==> config.mk <==
export PLATFORM = sky130hd
export DESIGN_NAME = sslsp_core
export DESIGN_NICKNAME = d
export VERILOG_FILES = /design/src/design/sslsp_core.v
export VERILOG_INCLUDE_DIRS = /design/src /design/src/design
export SDC_FILE = /design/constraint.sdc
export NUM_CORES = 2
export LEC_CHECK = 0
export BUFFER_PORTS_ARGS = -buffer_cell sky130_fd_sc_hd__buf_4
export CORE_MARGIN = 1.5
export CORE_UTILIZATION = 40
export DETAILED_ROUTE_END_ITERATION = 10
export MAX_ROUTING_LAYER = met4
export PLACE_DENSITY = 0.58
export SLEW_MARGIN = 20
export SYNTH_ARGS = -nofsm -noshare
export SYNTH_HDL_FRONTEND = slang
export SYNTH_SLANG_ARGS = --single-unit
export TNS_END_PERCENT = 100
==> constraint.sdc <==
create_clock -name clk_i -period 15.05 [get_ports clk_i]
set_clock_uncertainty 0.15 [all_clocks]
set_input_delay 1.505 -clock clk_i [delete_from_list [all_inputs] [get_ports clk_i]]
set_output_delay 1.505 -clock clk_i [all_outputs]
set_load 0.01 [all_outputs]
==> src/design/sslsp_defs.vh <==
`ifndef SSLSP_DEFS_VH
`define SSLSP_DEFS_VH

// Register byte offsets on the Wishbone slave
`define SSLSP_REG_GLOBAL       6'h00
`define SSLSP_REG_QUEUES       6'h04
`define SSLSP_REG_PORT_BASE    6'h08
`define SSLSP_REG_STATUS       6'h0c
`define SSLSP_REG_STORM_BASE   6'h10
`define SSLSP_REG_STORM_STRIDE 6'h04
`define SSLSP_REG_COUNT        6'h20
`define SSLSP_REG_PORT_SEL     6'h24

// Per-port config field positions
`define SSLSP_PC_LEARN_EN   0
`define SSLSP_PC_AUTO       1
`define SSLSP_PC_LCOPY      2
`define SSLSP_PC_LDROP      3
`define SSLSP_PC_LIMCOPY    4
`define SSLSP_PC_LIMDROP    5
`define SSLSP_PC_MVCOPY     6
`define SSLSP_PC_MVDROP     7
`define SSLSP_PC_WIDTH      8
`define SSLSP_PC_RESET      8'h01

// Storm config fields: rate exponent [3:0], unit [4], mode [6:5], burst [31:16]
`define SSLSP_ST_RATE_LSB   0
`define SSLSP_ST_RATE_MSB   3
`define SSLSP_ST_UNIT       4
`define SSLSP_ST_MODE_LSB   5
`define SSLSP_ST_MODE_MSB   6
`define SSLSP_ST_BURST_LSB  16
`define SSLSP_ST_BURST_MSB  31
`define SSLSP_ST_RESET      32'h0001_0000
`define SSLSP_MAX_RATE_EXP  4'ha

// Storm modes
`define SSLSP_MODE_PROCESSOR_QUEUE_MASK     2'h0
`define SSLSP_MODE_DESTINATION_PORT_MASK     2'h1
`define SSLSP_MODE_BOTH     2'h2

// Storm policer indices
`define SSLSP_POL_BC        0
`define SSLSP_POL_MC        1
`define SSLSP_POL_UC        2
`define SSLSP_POL_LRN       3

// Timing, multicast address bit and broadcast address
`define SSLSP_CLK_HZ        200000000
`define SSLSP_KILO          1000
`define SSLSP_MC_BIT        40
`define SSLSP_BCAST         48'hffffffffffff

`endif

==> src/design/sslsp_core.v <==
// Contract
// - Search backbone or customer table for source address and VLAN; honour learn-disable flag.
// - Port learning enable cleared skips all learn options for that port.
// - Normal learn: no entry, or unlocked entry elsewhere, limit not exceeded.
// - Limit-exceeding learn: normal learn conditions but entry limit exceeded.
// - Locked move: locked entry whose destination index differs from logical port.
// - Ingress policer learning suppression blocks all learn processing.
// - Normal learn with auto-learn inserts entry into searched table domain.
// - Normal learn with learn-drop clears destination mask.
// - Normal learn with learn-copy adds processor port and learn queue.
// - Limit-exceeding learn with limit-drop clears destination mask.
// - Limit-exceeding learn with limit-copy adds processor port and learn queue.
// - Locked move with move-drop clears destination mask.
// - Locked move with move-copy adds processor port and move queue.
// - Source hit: discard flag clears mask; copy flag adds address-copy queue.
// - Global ignore-source-flags skips entry flag adjustments.
// - Four switch-wide storm policers measure aggregate rates.
// - Frame hitting several policers is discarded if any exceeds.
// - Broadcast, multicast, unicast flooded frames and processor learn frames map to policers.
// - Rate unit one or one thousand frames/s times power of two up to 1024.
// - Overall rate spans one to about one million frames per second.
// - Each policer has a burst size in frames.
// - Per-policer mode clears queue mask, destination mask, or both.
// - Destination group holding processor port still reaches processor when policed.
//
// Chosen here: the register offsets and the Wishbone register port.
`timescale 1ns/1ps
`include "sslsp_defs.vh"

module sslsp_core #(
  parameter NPORT   = 12,
  parameter NQ      = 8,
  parameter PW      = 4,
  parameter CPU_BIT = 11,
  parameter CLK_HZ  = `SSLSP_CLK_HZ
) (
  // Clock and reset
  input  wire              clk_i,
  input  wire              rst_i,
  // Wishbone slave
  input  wire              wb_cyc_i,
  input  wire              wb_stb_i,
  input  wire              wb_we_i,
  input  wire [5:0]        wb_adr_i,
  input  wire [3:0]        wb_sel_i,
  input  wire [31:0]       wb_dat_i,
  output reg  [31:0]       wb_dat_o,
  output reg               wb_ack_o,
  // Frame from earlier step
  input  wire              frm_valid_i,
  input  wire [PW-1:0]     physical_ingress_port_i,
  input  wire [PW-1:0]     logical_ingress_port_i,
  input  wire              backbone_domain_i,
  input  wire [47:0]       source_station_address_i,
  input  wire [47:0]       destination_port_mask_station_address_i,
  input  wire [11:0]       vid_i,
  input  wire              learn_disable_flag_i,
  input  wire              policer_no_learn_i,
  input  wire              flooded_i,
  input  wire              port_group_table_has_cpu_i,
  input  wire [NPORT-1:0]  destination_port_mask_i,
  input  wire [NQ-1:0]     processor_queue_mask_i,
  // Source lookup result
  input  wire              entry_hit_i,
  input  wire              entry_locked_i,
  input  wire [PW-1:0]     entry_destination_index_i,
  input  wire              source_discard_flag_i,
  input  wire              entry_copy_to_processor_i,
  input  wire              limit_exceeded_i,
  // Lookup request
  output reg               lookup_req_o,
  output reg               lookup_backbone_o,
  output reg  [47:0]       lookup_addr_o,
  output reg  [11:0]       lookup_vid_o,
  // Learn insert
  output reg               learn_insert_o,
  output reg               learn_backbone_o,
  output reg  [47:0]       learn_addr_o,
  output reg  [11:0]       learn_vid_o,
  output reg  [PW-1:0]     learn_port_o,
  // Adjusted frame to next step
  output reg               out_valid_o,
  output reg               out_learn_frame_o,
  output reg  [NPORT-1:0]  destination_port_mask_o,
  output reg  [NQ-1:0]     processor_queue_mask_o
);

  localparam NPC = 1 << PW;

  // Configuration and status
  reg              ignore_source_entry_flags_ff;
  reg [2:0]        learn_extract_queue_ff;
  reg [2:0]        locked_move_extract_queue_ff;
  reg [2:0]        address_copy_extract_queue_ff;
  reg [PW-1:0]     port_sel_ff;
  reg [`SSLSP_PC_WIDTH-1:0] port_cfg_ff [0:NPC-1];
  reg [31:0]       storm_cfg_ff [0:3];
  reg [31:0]       tok_ff [0:3];
  reg [31:0]       tick_ff [0:3];
  reg [3:0]        storm_hit_ff;
  reg [15:0]       police_cnt_ff;

  // Frame rate in frames per second for a given config word
  function [31:0] rate_fps;
    input [31:0] cfg;
    reg   [31:0] base;
    begin
      base = cfg[`SSLSP_ST_UNIT] ? `SSLSP_KILO : 32'h1;
      if (cfg[`SSLSP_ST_RATE_MSB:`SSLSP_ST_RATE_LSB] > `SSLSP_MAX_RATE_EXP)
        rate_fps = base << `SSLSP_MAX_RATE_EXP;
      else
        rate_fps = base << cfg[`SSLSP_ST_RATE_MSB:`SSLSP_ST_RATE_LSB];
    end
  endfunction

  // One-hot processor queue bit for a configured queue number
  function [NQ-1:0] make_mask;
    input [2:0] idx;
    begin
      make_mask = {{(NQ-1){1'b0}}, 1'b1} << idx;
    end
  endfunction

  // Learn classification, combinational on the incoming frame
  reg [`SSLSP_PC_WIDTH-1:0] pc;
  reg              learn_ok;
  reg              moved;
  reg              is_normal;
  reg              is_limit;
  reg              is_lock;
  reg              learn_to_cpu;
  reg              insert;
  reg [NPORT-1:0]  dst;
  reg [NQ-1:0]     cq;
  reg [3:0]        activ;
  reg [3:0]        over;
  reg              police;
  reg              clr_dst;
  reg              clr_cq;
  reg [1:0]        mode_sel;
  integer          k;

  always @* begin
    pc       = port_cfg_ff[physical_ingress_port_i];
    learn_ok = pc[`SSLSP_PC_LEARN_EN] && !learn_disable_flag_i && !policer_no_learn_i;
    moved    = entry_destination_index_i != logical_ingress_port_i;
    is_normal = learn_ok && (!entry_hit_i || (!entry_locked_i && moved))
                && !limit_exceeded_i;
    is_limit = learn_ok && (!entry_hit_i || (!entry_locked_i && moved))
               && limit_exceeded_i;
    is_lock  = learn_ok && entry_hit_i && entry_locked_i && moved;
    insert   = is_normal && pc[`SSLSP_PC_AUTO];
    dst      = destination_port_mask_i;
    cq       = processor_queue_mask_i;
    learn_to_cpu = 1'b0;
    if (is_normal && pc[`SSLSP_PC_LDROP])
      dst = {NPORT{1'b0}};
    if (is_limit && pc[`SSLSP_PC_LIMDROP])
      dst = {NPORT{1'b0}};
    if (is_lock && pc[`SSLSP_PC_MVDROP])
      dst = {NPORT{1'b0}};
    if ((is_normal && pc[`SSLSP_PC_LCOPY]) || (is_limit && pc[`SSLSP_PC_LIMCOPY])) begin
      dst[CPU_BIT] = 1'b1;
      cq = cq | make_mask(learn_extract_queue_ff);
      learn_to_cpu = 1'b1;
    end
    if (is_lock && pc[`SSLSP_PC_MVCOPY]) begin
      dst[CPU_BIT] = 1'b1;
      cq = cq | make_mask(locked_move_extract_queue_ff);
      learn_to_cpu = 1'b1;
    end
    if (entry_hit_i && !ignore_source_entry_flags_ff) begin
      if (source_discard_flag_i)
        dst = {NPORT{1'b0}};
      if (entry_copy_to_processor_i)
        cq = cq | make_mask(address_copy_extract_queue_ff);
    end
    activ = 4'h0;
    if (flooded_i) begin
      if (destination_port_mask_station_address_i == `SSLSP_BCAST)
        activ[`SSLSP_POL_BC] = 1'b1;
      else if (destination_port_mask_station_address_i[`SSLSP_MC_BIT])
        activ[`SSLSP_POL_MC] = 1'b1;
      else
        activ[`SSLSP_POL_UC] = 1'b1;
    end
    activ[`SSLSP_POL_LRN] = learn_to_cpu;
    // police when bucket already holds burst count
    for (k = 0; k < 4; k = k + 1)
      over[k] = activ[k] && (tok_ff[k] >=
                {16'h0, storm_cfg_ff[k][`SSLSP_ST_BURST_MSB:`SSLSP_ST_BURST_LSB]});
    police = |over;
    // Exceeding policers with different modes add up to clearing both
    clr_dst = 1'b0;
    clr_cq  = 1'b0;
    for (k = 0; k < 4; k = k + 1) begin
      mode_sel = storm_cfg_ff[k][`SSLSP_ST_MODE_MSB:`SSLSP_ST_MODE_LSB];
      if (over[k]) begin
        case (mode_sel)
          `SSLSP_MODE_PROCESSOR_QUEUE_MASK: clr_cq = 1'b1;
          `SSLSP_MODE_DESTINATION_PORT_MASK: clr_dst = 1'b1;
          default: begin
            clr_cq  = 1'b1;
            clr_dst = 1'b1;
          end
        endcase
      end
    end
    if (police) begin
      if (clr_dst)
        dst = port_group_table_has_cpu_i ? (dst & ({{(NPORT-1){1'b0}}, 1'b1} << CPU_BIT))
                             : {NPORT{1'b0}};
      if (clr_cq && !port_group_table_has_cpu_i)
        cq = {NQ{1'b0}};
    end
  end

  // Frame outputs, registered one cycle behind the input
  always @(posedge clk_i) begin
    if (rst_i) begin
      lookup_req_o            <= 1'b0;
      lookup_backbone_o       <= 1'b0;
      lookup_addr_o           <= 48'h0;
      lookup_vid_o            <= 12'h0;
      learn_insert_o          <= 1'b0;
      learn_backbone_o        <= 1'b0;
      learn_addr_o            <= 48'h0;
      learn_vid_o             <= 12'h0;
      learn_port_o            <= {PW{1'b0}};
      out_valid_o             <= 1'b0;
      out_learn_frame_o       <= 1'b0;
      destination_port_mask_o <= {NPORT{1'b0}};
      processor_queue_mask_o  <= {NQ{1'b0}};
    end else begin
      // every frame issues a lookup in the chosen domain
      lookup_req_o            <= frm_valid_i;
      lookup_backbone_o       <= backbone_domain_i;
      lookup_addr_o           <= source_station_address_i;
      lookup_vid_o            <= vid_i;
      learn_insert_o          <= frm_valid_i && insert;
      learn_backbone_o        <= backbone_domain_i;
      learn_addr_o            <= source_station_address_i;
      learn_vid_o             <= vid_i;
      learn_port_o            <= logical_ingress_port_i;
      out_valid_o             <= frm_valid_i;
      out_learn_frame_o       <= frm_valid_i && (is_normal || is_limit || is_lock);
      destination_port_mask_o <= dst;
      processor_queue_mask_o  <= cq;
    end
  end

  // Token buckets: each unpoliced frame of the bucket's class adds a token, refill drains at the configured rate
  integer j;
  always @(posedge clk_i) begin
    if (rst_i) begin
      for (j = 0; j < 4; j = j + 1) begin
        tok_ff[j]  <= 32'h0;
        tick_ff[j] <= 32'h0;
      end
      storm_hit_ff  <= 4'h0;
      police_cnt_ff <= 16'h0;
    end else begin
      for (j = 0; j < 4; j = j + 1) begin
        // Accumulate rate each cycle; one token leaves per CLK_HZ of credit
        if (tick_ff[j] + rate_fps(storm_cfg_ff[j]) >= CLK_HZ) begin
          tick_ff[j] <= tick_ff[j] + rate_fps(storm_cfg_ff[j]) - CLK_HZ;
          if (frm_valid_i && activ[j] && !police)
            tok_ff[j] <= tok_ff[j];
          else if (tok_ff[j] != 32'h0)
            tok_ff[j] <= tok_ff[j] - 32'h1;
        end else begin
          tick_ff[j] <= tick_ff[j] + rate_fps(storm_cfg_ff[j]);
          // Policed frames are discarded and so add no token
          if (frm_valid_i && activ[j] && !police)
            tok_ff[j] <= tok_ff[j] + 32'h1;
        end
      end
      if (frm_valid_i && police) begin
        storm_hit_ff  <= storm_hit_ff | over;
        police_cnt_ff <= police_cnt_ff + 16'h1;
      end
      if (wb_cyc_i && wb_stb_i && wb_we_i && !wb_ack_o &&
          wb_adr_i == `SSLSP_REG_STATUS && wb_sel_i[0])
        storm_hit_ff <= (frm_valid_i && police) ? over : 4'h0;
    end
  end

  // Wishbone slave: single-cycle ack after the request is seen
  wire wb_req = wb_cyc_i && wb_stb_i && !wb_ack_o;
  wire wb_wr  = wb_req && wb_we_i;
  integer i;

  always @(posedge clk_i) begin
    if (rst_i) begin
      wb_ack_o                      <= 1'b0;
      wb_dat_o                      <= 32'h0;
      ignore_source_entry_flags_ff  <= 1'b0;
      learn_extract_queue_ff        <= 3'h0;
      locked_move_extract_queue_ff  <= 3'h0;
      address_copy_extract_queue_ff <= 3'h0;
      port_sel_ff                   <= {PW{1'b0}};
      for (i = 0; i < NPC; i = i + 1)
        port_cfg_ff[i] <= `SSLSP_PC_RESET;
      for (i = 0; i < 4; i = i + 1)
        storm_cfg_ff[i] <= `SSLSP_ST_RESET;
    end else begin
      wb_ack_o <= wb_req;
      wb_dat_o <= 32'h0;
      if (wb_wr && wb_adr_i == `SSLSP_REG_GLOBAL && wb_sel_i[0])
        ignore_source_entry_flags_ff <= wb_dat_i[0];
      if (wb_wr && wb_adr_i == `SSLSP_REG_QUEUES && wb_sel_i[0]) begin
        learn_extract_queue_ff        <= wb_dat_i[2:0];
        locked_move_extract_queue_ff  <= wb_dat_i[6:4];
      end
      if (wb_wr && wb_adr_i == `SSLSP_REG_QUEUES && wb_sel_i[1])
        address_copy_extract_queue_ff <= wb_dat_i[10:8];
      if (wb_wr && wb_adr_i == `SSLSP_REG_PORT_SEL && wb_sel_i[0])
        port_sel_ff <= wb_dat_i[PW-1:0];
      if (wb_wr && wb_adr_i == `SSLSP_REG_PORT_BASE && wb_sel_i[0])
        port_cfg_ff[port_sel_ff] <= wb_dat_i[`SSLSP_PC_WIDTH-1:0];
      for (i = 0; i < 4; i = i + 1) begin
        if (wb_wr && wb_adr_i == `SSLSP_REG_STORM_BASE + i * `SSLSP_REG_STORM_STRIDE) begin
          if (wb_sel_i[0])
            storm_cfg_ff[i][7:0] <= wb_dat_i[7:0];
          if (wb_sel_i[2])
            storm_cfg_ff[i][23:16] <= wb_dat_i[23:16];
          if (wb_sel_i[3])
            storm_cfg_ff[i][31:24] <= wb_dat_i[31:24];
        end
      end
      if (wb_req && !wb_we_i) begin
        case (wb_adr_i)
          `SSLSP_REG_GLOBAL:   wb_dat_o <= {31'h0, ignore_source_entry_flags_ff};
          `SSLSP_REG_QUEUES:   wb_dat_o <= {21'h0, address_copy_extract_queue_ff, 1'b0,
                                            locked_move_extract_queue_ff, 1'b0,
                                            learn_extract_queue_ff};
          `SSLSP_REG_PORT_BASE: wb_dat_o <= {24'h0, port_cfg_ff[port_sel_ff]};
          `SSLSP_REG_STATUS:   wb_dat_o <= {12'h0, storm_hit_ff, police_cnt_ff};
          `SSLSP_REG_PORT_SEL: wb_dat_o <= {{(32-PW){1'b0}}, port_sel_ff};
          `SSLSP_REG_STORM_BASE:        wb_dat_o <= storm_cfg_ff[0] & 32'hffff_007f;
          `SSLSP_REG_STORM_BASE + 6'h4: wb_dat_o <= storm_cfg_ff[1] & 32'hffff_007f;
          `SSLSP_REG_STORM_BASE + 6'h8: wb_dat_o <= storm_cfg_ff[2] & 32'hffff_007f;
          `SSLSP_REG_STORM_BASE + 6'hc: wb_dat_o <= storm_cfg_ff[3] & 32'hffff_007f;
          default:             wb_dat_o <= 32'h0;
        endcase
      end
    end
  end

endmodule // sslsp_core

=== Yosys cells after proc, flatten, opt, wreduce, memory -nomap -nowiden ===
Memory sizes are Yosys's and may differ from the RTL's. A register that Yosys moved wholly into a read port is not among the register bits.
Index checks and enable logic that the tools add are counted.

* Register bits: 155
* RAM bits: 480
* Bits of input ports: 198
* Output and inout bits: 183
* Logic and storage cells: 422
* Memories: 4

{| class="wikitable"
|+ Memory list
! name !! depth !! width !! rd ports !! clocked after Yosys merged registers in !! write ports !! RTL line !! RTL
|-
| port_cfg_ff || 16 || 8 || 2 || 1 || 16 || sslsp_core.v:96 || <nowiki>reg [`SSLSP_PC_WIDTH-1:0] port_cfg_ff [0:NPC-1];</nowiki>
|-
| tick_ff || 4 || 32 || 4 || 0 || 4 || sslsp_core.v:99 || <nowiki>reg [31:0] tick_ff [0:3];</nowiki>
|-
| tok_ff || 4 || 32 || 4 || 0 || 4 || sslsp_core.v:98 || <nowiki>reg [31:0] tok_ff [0:3];</nowiki>
|-
| storm_cfg_ff || 4 || 24 || 4 || 0 || 4 || sslsp_core.v:97 || <nowiki>reg [31:0] storm_cfg_ff [0:3];</nowiki>
|}

* $add $sub $neg: 25
* Order comparisons: 12
* Equality and inequality tests: 14
* Shift operators: 7
* Mux-type cells: 224
* Bitwise operators: 37
* Reduce and logical (&&, ||, !) cells: 81

{| class="wikitable"
|+ Operators with widths
! operator !! number
|-
| two-way mux 32 bit || 44
|-
| adder 32 bit || 12
|-
| one-hot mux 32 bit (9 select lines) || 1
|-
| two-way mux 8 bit || 19
|-
| two-way mux 1 bit || 140
|-
| adder 32 x 1 -> 32 bit, second input constant || 4
|-
| greater-or-equal comparator 32 x 16 -> 1 bit || 4
|-
| greater-or-equal comparator 32 x 28 -> 1 bit, second input constant || 4
|-
| nonzero test 32 bit || 4
|-
| left shift 10 x 4 -> 32 bit || 4
|-
| subtractor 32 x 1 -> 32 bit, second input constant || 4
|-
| subtractor 32 x 28 -> 32 bit, second input constant || 4
|-
| two-way mux 12 bit || 8
|-
| logical AND 1 bit || 54
|-
| == test 48 bit, second input constant || 1
|-
| two-way mux 10 bit || 4
|-
| OR 1 bit || 32
|-
| == test 6 x 5 -> 1 bit, second input constant || 4
|-
| two-way mux 4 bit || 6
|-
| OR 8 bit || 3
|-
| left shift 1 x 3 -> 8 bit, first input constant || 3
|-
| adder 16 x 1 -> 16 bit, second input constant || 1
|-
| > comparator 4 bit, second input constant || 4
|-
| == test 6 x 4 -> 1 bit, second input constant || 2
|-
| 16 further kinds || 34
|}

=== Logic depth before layout (Yosys ltp) ===
* Depth after elaboration: 20
* Depth in mapped cells: 37
* Mapped depth without buffers: 34

=== Worst setup path before layout ===
Ideal clock, no wire load.

* Kind: flip-flop to flip-flop
* From: mem storm_cfg_ff[0][4] in the netlist's numbering
* To: mem tok_ff[0][30], data pin
* Setup time: 0.152 ns
* Data arrival time: 8.317 ns
* Required time: 14.748 ns
* Path slack: 6.431 ns
* Stages on the path, launching flop included: 30
* Buffers on the path: 2
* Clock period less this slack: 8.619 ns
* Cell sequence: edfxtp_1 > clkbuf_1 > clkbuf_1 > nor4b_1 > ha_1 > inv_1 > fa_1 > nor2b_1 > a211oi_1 > a211oi_1 > o211ai_1 > o2111ai_1 > a21oi_1 > nand3_1 > xnor2_1 > o21ai_1 > nand4_1 > ha_1 > nor2b_1 > o21a_1 > o21ai_0 > nand3b_1 > a21o_1 > nand2_1 > o211ai_1 > a31o_2 > a41o_1 > o41a_1 > or4b_2 > a31oi_1

{| class="wikitable"
|+ RTL lines
! item !! RTL line
|-
| from (decl) || sslsp_core.v:97
|-
| to (decl) || sslsp_core.v:98
|}

==> flow_metrics.tcl <==
set metrics [dict create \
    numPortBuffers 375 \
    setup_ws_ps 5320 \
    core-area_um2 120000 \
    ys_top_cells_by_area "edfxtp_1, ha_1, dfxtp_1" \
    placed_area_um2 53300 \
    gr-usage-met3_pct 3.25 \
    r2r_slack_ps 5320 \
    start_util_pct 40.5 \
    die_h_um 352 \
    status "complete, no violations" \
    grt_use_met1_pct 28.4 \
    synth.cell_area_um2 48700 \
    async_flop_share_pct 0 \
    drt-total-wl_mm 138 \
    final_common_cell "edfxtp_1" \
    max_slew_margin_pct 22.0 \
    routabilityCongestion 0.911 \
    layout-drive-gt1-share_pct 13.0 \
    yosys.area.top_type_share_pct 29.3 \
    synth_largest_area_cell "edfxtp_1" \
    endpoint_kind "register" \
    ant_nets 0 \
    reg2reg_to "tok_ff[0][31]" \
    seq_area_frac_synth_pct 35.9 \
    clockBufferDepth 3 \
    layout_min_cycle_time_ps 9730 \
    dp_cells 7019 \
    report.final.slew_viol_count 0 \
    fin_cells 7175 \
    dp_hpwl_mm 104 \
    reg2reg_from "storm_cfg_ff[0][2]" \
    syn_avg_cell_area_um2 9.63 \
    post_cts_resize_count 0 \
    drc_errors 0 \
    grt_pass1_vias 37600 \
    cap_violations 0 \
    mostFrequentLayoutCells "edfxtp_1, nor2_1, ha_1, buf_4, inv_1" \
    drtIter0Drc 3288 \
    synth_flop_cell "edfxtp_1" \
    hold_viol 0 \
    vias 38900 \
    nNetsFinal 6192 \
    cp_num_buf_inv 2 \
    p_sw_share_pct 37.7 \
    dieArea_um2 124000 \
    wl_per_cell_um 19.2 \
    crit_slowest_cell "edfxtp_1" \
    power_frac_comb_pct 42.4 \
    path_class "register to register" \
    fin_setup_tns_ps 0 \
    crit_path_max_fanout 31 \
    synth_seq_cells 635 \
    grt_overflow 0 \
    leakagePower_uw 0.0241 \
    drt_first_pass_iters 7 \
    report.final.setup_viol 0 \
    ff_latch_area_um2 17500 \
    cp_top_family "compound AO/OA/AOI/OAI gates" \
    cts_hold_buf 0 \
    crit_top_cell "a211oi_1" \
    antenna_found_initial 9 \
    clock-root-buffer "clkbuf_16" \
    htree_levels 3 \
    internal-power_uw 4870 \
    grt.busiest_layer "met2" \
    startpoint_type "register" \
    grtUsageTotal_pct 22.4 \
    reg2regPathDepth 29 \
    fin_total_pwr_uw 7820 \
    p_seq_share_pct 31.7 \
    dp_worst_setup_slack_ps 5420 \
    finalInstanceArea_um2 56100 \
    max_stage_delay_ps 660 \
    switchingPower_uw 2950 \
    num-fill-cells 11600 \
    worst_pin_slew_ps 1160 \
    holdPathEnd "wb_ack_o" \
    row_count 127 \
    peakVddDrop_v 0.0000950 \
    timing.final.crit_share_pct 64.7 \
    multi_input_area_um2 29200 \
    grt_pass1_wl_mm 214 \
    rsz0062_at_grt "no" \
    cts_sinks 635 \
    synthDistinctLibCells 121 \
    cp.arrival_ps 9980 \
    hp-start "wb_ack_o" \
    worstPathRequired_ps 15300 \
    clkTransAtPathRegs_ps 70 \
    hp-class "register to register" \
    syn_to_final_growth_pct 15.3 \
    max_freq_mhz 103 \
    die_w_um 352 \
    power_frac_clock_pct 25.9 \
    cts_tree "done" \
    ios 381 \
    grt_max_degree 66 \
    ys_warn_count 0 \
    cellPowerDensity_nw_per_um2 139 \
    post_cts_buffers 0 \
    worst-path-stages 29 \
    numCtsBuffers 81 \
    met2_usage_pct 36.8 \
    syn_inst 5057 \
    clock_latency_ps 710 \
    routed_via_density 5.42 \
    min_path_cells 1 \
    synth_edf_count 476 \
]
-- flip-flops by register name, indices dropped and copies added (netlist names), 16 cells and up, named ones only --
name,flops
wb_dat_o,32
tok_ff,128
port_cfg_ff,128
learn_addr_o,48
tick_ff,128
storm_cfg_ff,92
police_cnt_ff,16
-- power groups by stage --
stage                     clock network, uW  logic (uW)  registers, uW
final                                  2020        3320           2480
after global placement                    0        3240           2510
after floorplan                           0        2630           2420
after CTS                              2070        3300           2480
after detailed placement                  0        3270           2520
after global routing                   2140        3740           2520
-- how the worst max path moves through the flow --
stage / from / to / slack [ps]
after global placement: physical_ingress_port_i[0] / tok_ff[1][30] / 5480
after global routing: storm_cfg_ff[0][2] / tok_ff[0][31] / 4320
after CTS: storm_cfg_ff[0][2] / tok_ff[0][31] / 5450
after detailed placement: physical_ingress_port_i[0] / tok_ff[1][30] / 5420
final: storm_cfg_ff[0][2] / tok_ff[0][31] / 5320
after floorplan: storm_cfg_ff[0][4] / tok_ff[0][30] / 6430
-- cells in the mapped netlist (10+ instances only) --
master	n
fa_1	75
or4_1	10
a41oi_1	11
mux2_2	11
and3_1	71
o21a_1	39
dfxtp_1	159
nand2b_1	71
o221ai_1	12
a31o_2	13
buf_1	10
a211oi_1	63
or3_1	42
buf_4	67
edfxtp_1	476
a31oi_1	66
ha_1	429
o2111ai_1	13
buf_2	26
nand4b_1	12
xor2_1	123
a222oi_1	25
and2_1	237
nor2_1	442
a22oi_1	21
a21oi_1	311
nor4_1	50
nand3_1	112
nor2b_1	155
clkbuf_1	130
or2_2	17
nor3_1	109
o31ai_1	22
a21o_1	116
mux2i_1	74
a221oi_1	21
o211ai_1	13
mux4_2	68
xnor2_1	187
o21ai_0	176
o21bai_1	45
nand4_1	43
nand2_1	264
inv_1	392
nor3b_1	14
-- area by class of cell --
cell class / count / area share, %
clock buffers: 111 / 4.20
diodes: 4 / 0.0178
flip-flops and latches: 635 / 31.1
multi-input cells: 3957 / 52.0
inverters: 394 / 2.63
well taps: 1612 / 3.59
clock inverters: 41 / 0.778
repair buffers: 421 / 5.64
-- cells by family after synthesis --
group,synth area share [%]
AND/OR/NAND/NOR,18.1
AO/OA/AOI/OAI,15.4
flip-flops,35.9
buffers and inverters,5.62
adder cells (fa/ha/maj),14.1
XOR/XNOR,5.57
multiplexers,5.32
other,0.0154
-- metal layers --
| layer | vias up | part of all wire (%) |
|---|---|---|
| li1 | 18900 | - |
| met3 | 184 | 6.2 |
| met1 | 18600 | 43 |
| met4 | 0 | 2.9 |
| met5 | - | 0 |
| met2 | 1145 | 48 |
-- per-stage QoR --
step | hold WS, ps | util (%)
6_report | 357 | 46.7
5_1_grt | 369 | 46.7
4_1_cts | 355 | 46.7
3_5_place_dp | 338 | 44.3
3_3_place_gp | 329 | 44.3
2_1_floorplan | 300 | -
No activity file was read; power rests on OpenSTA's default activity.
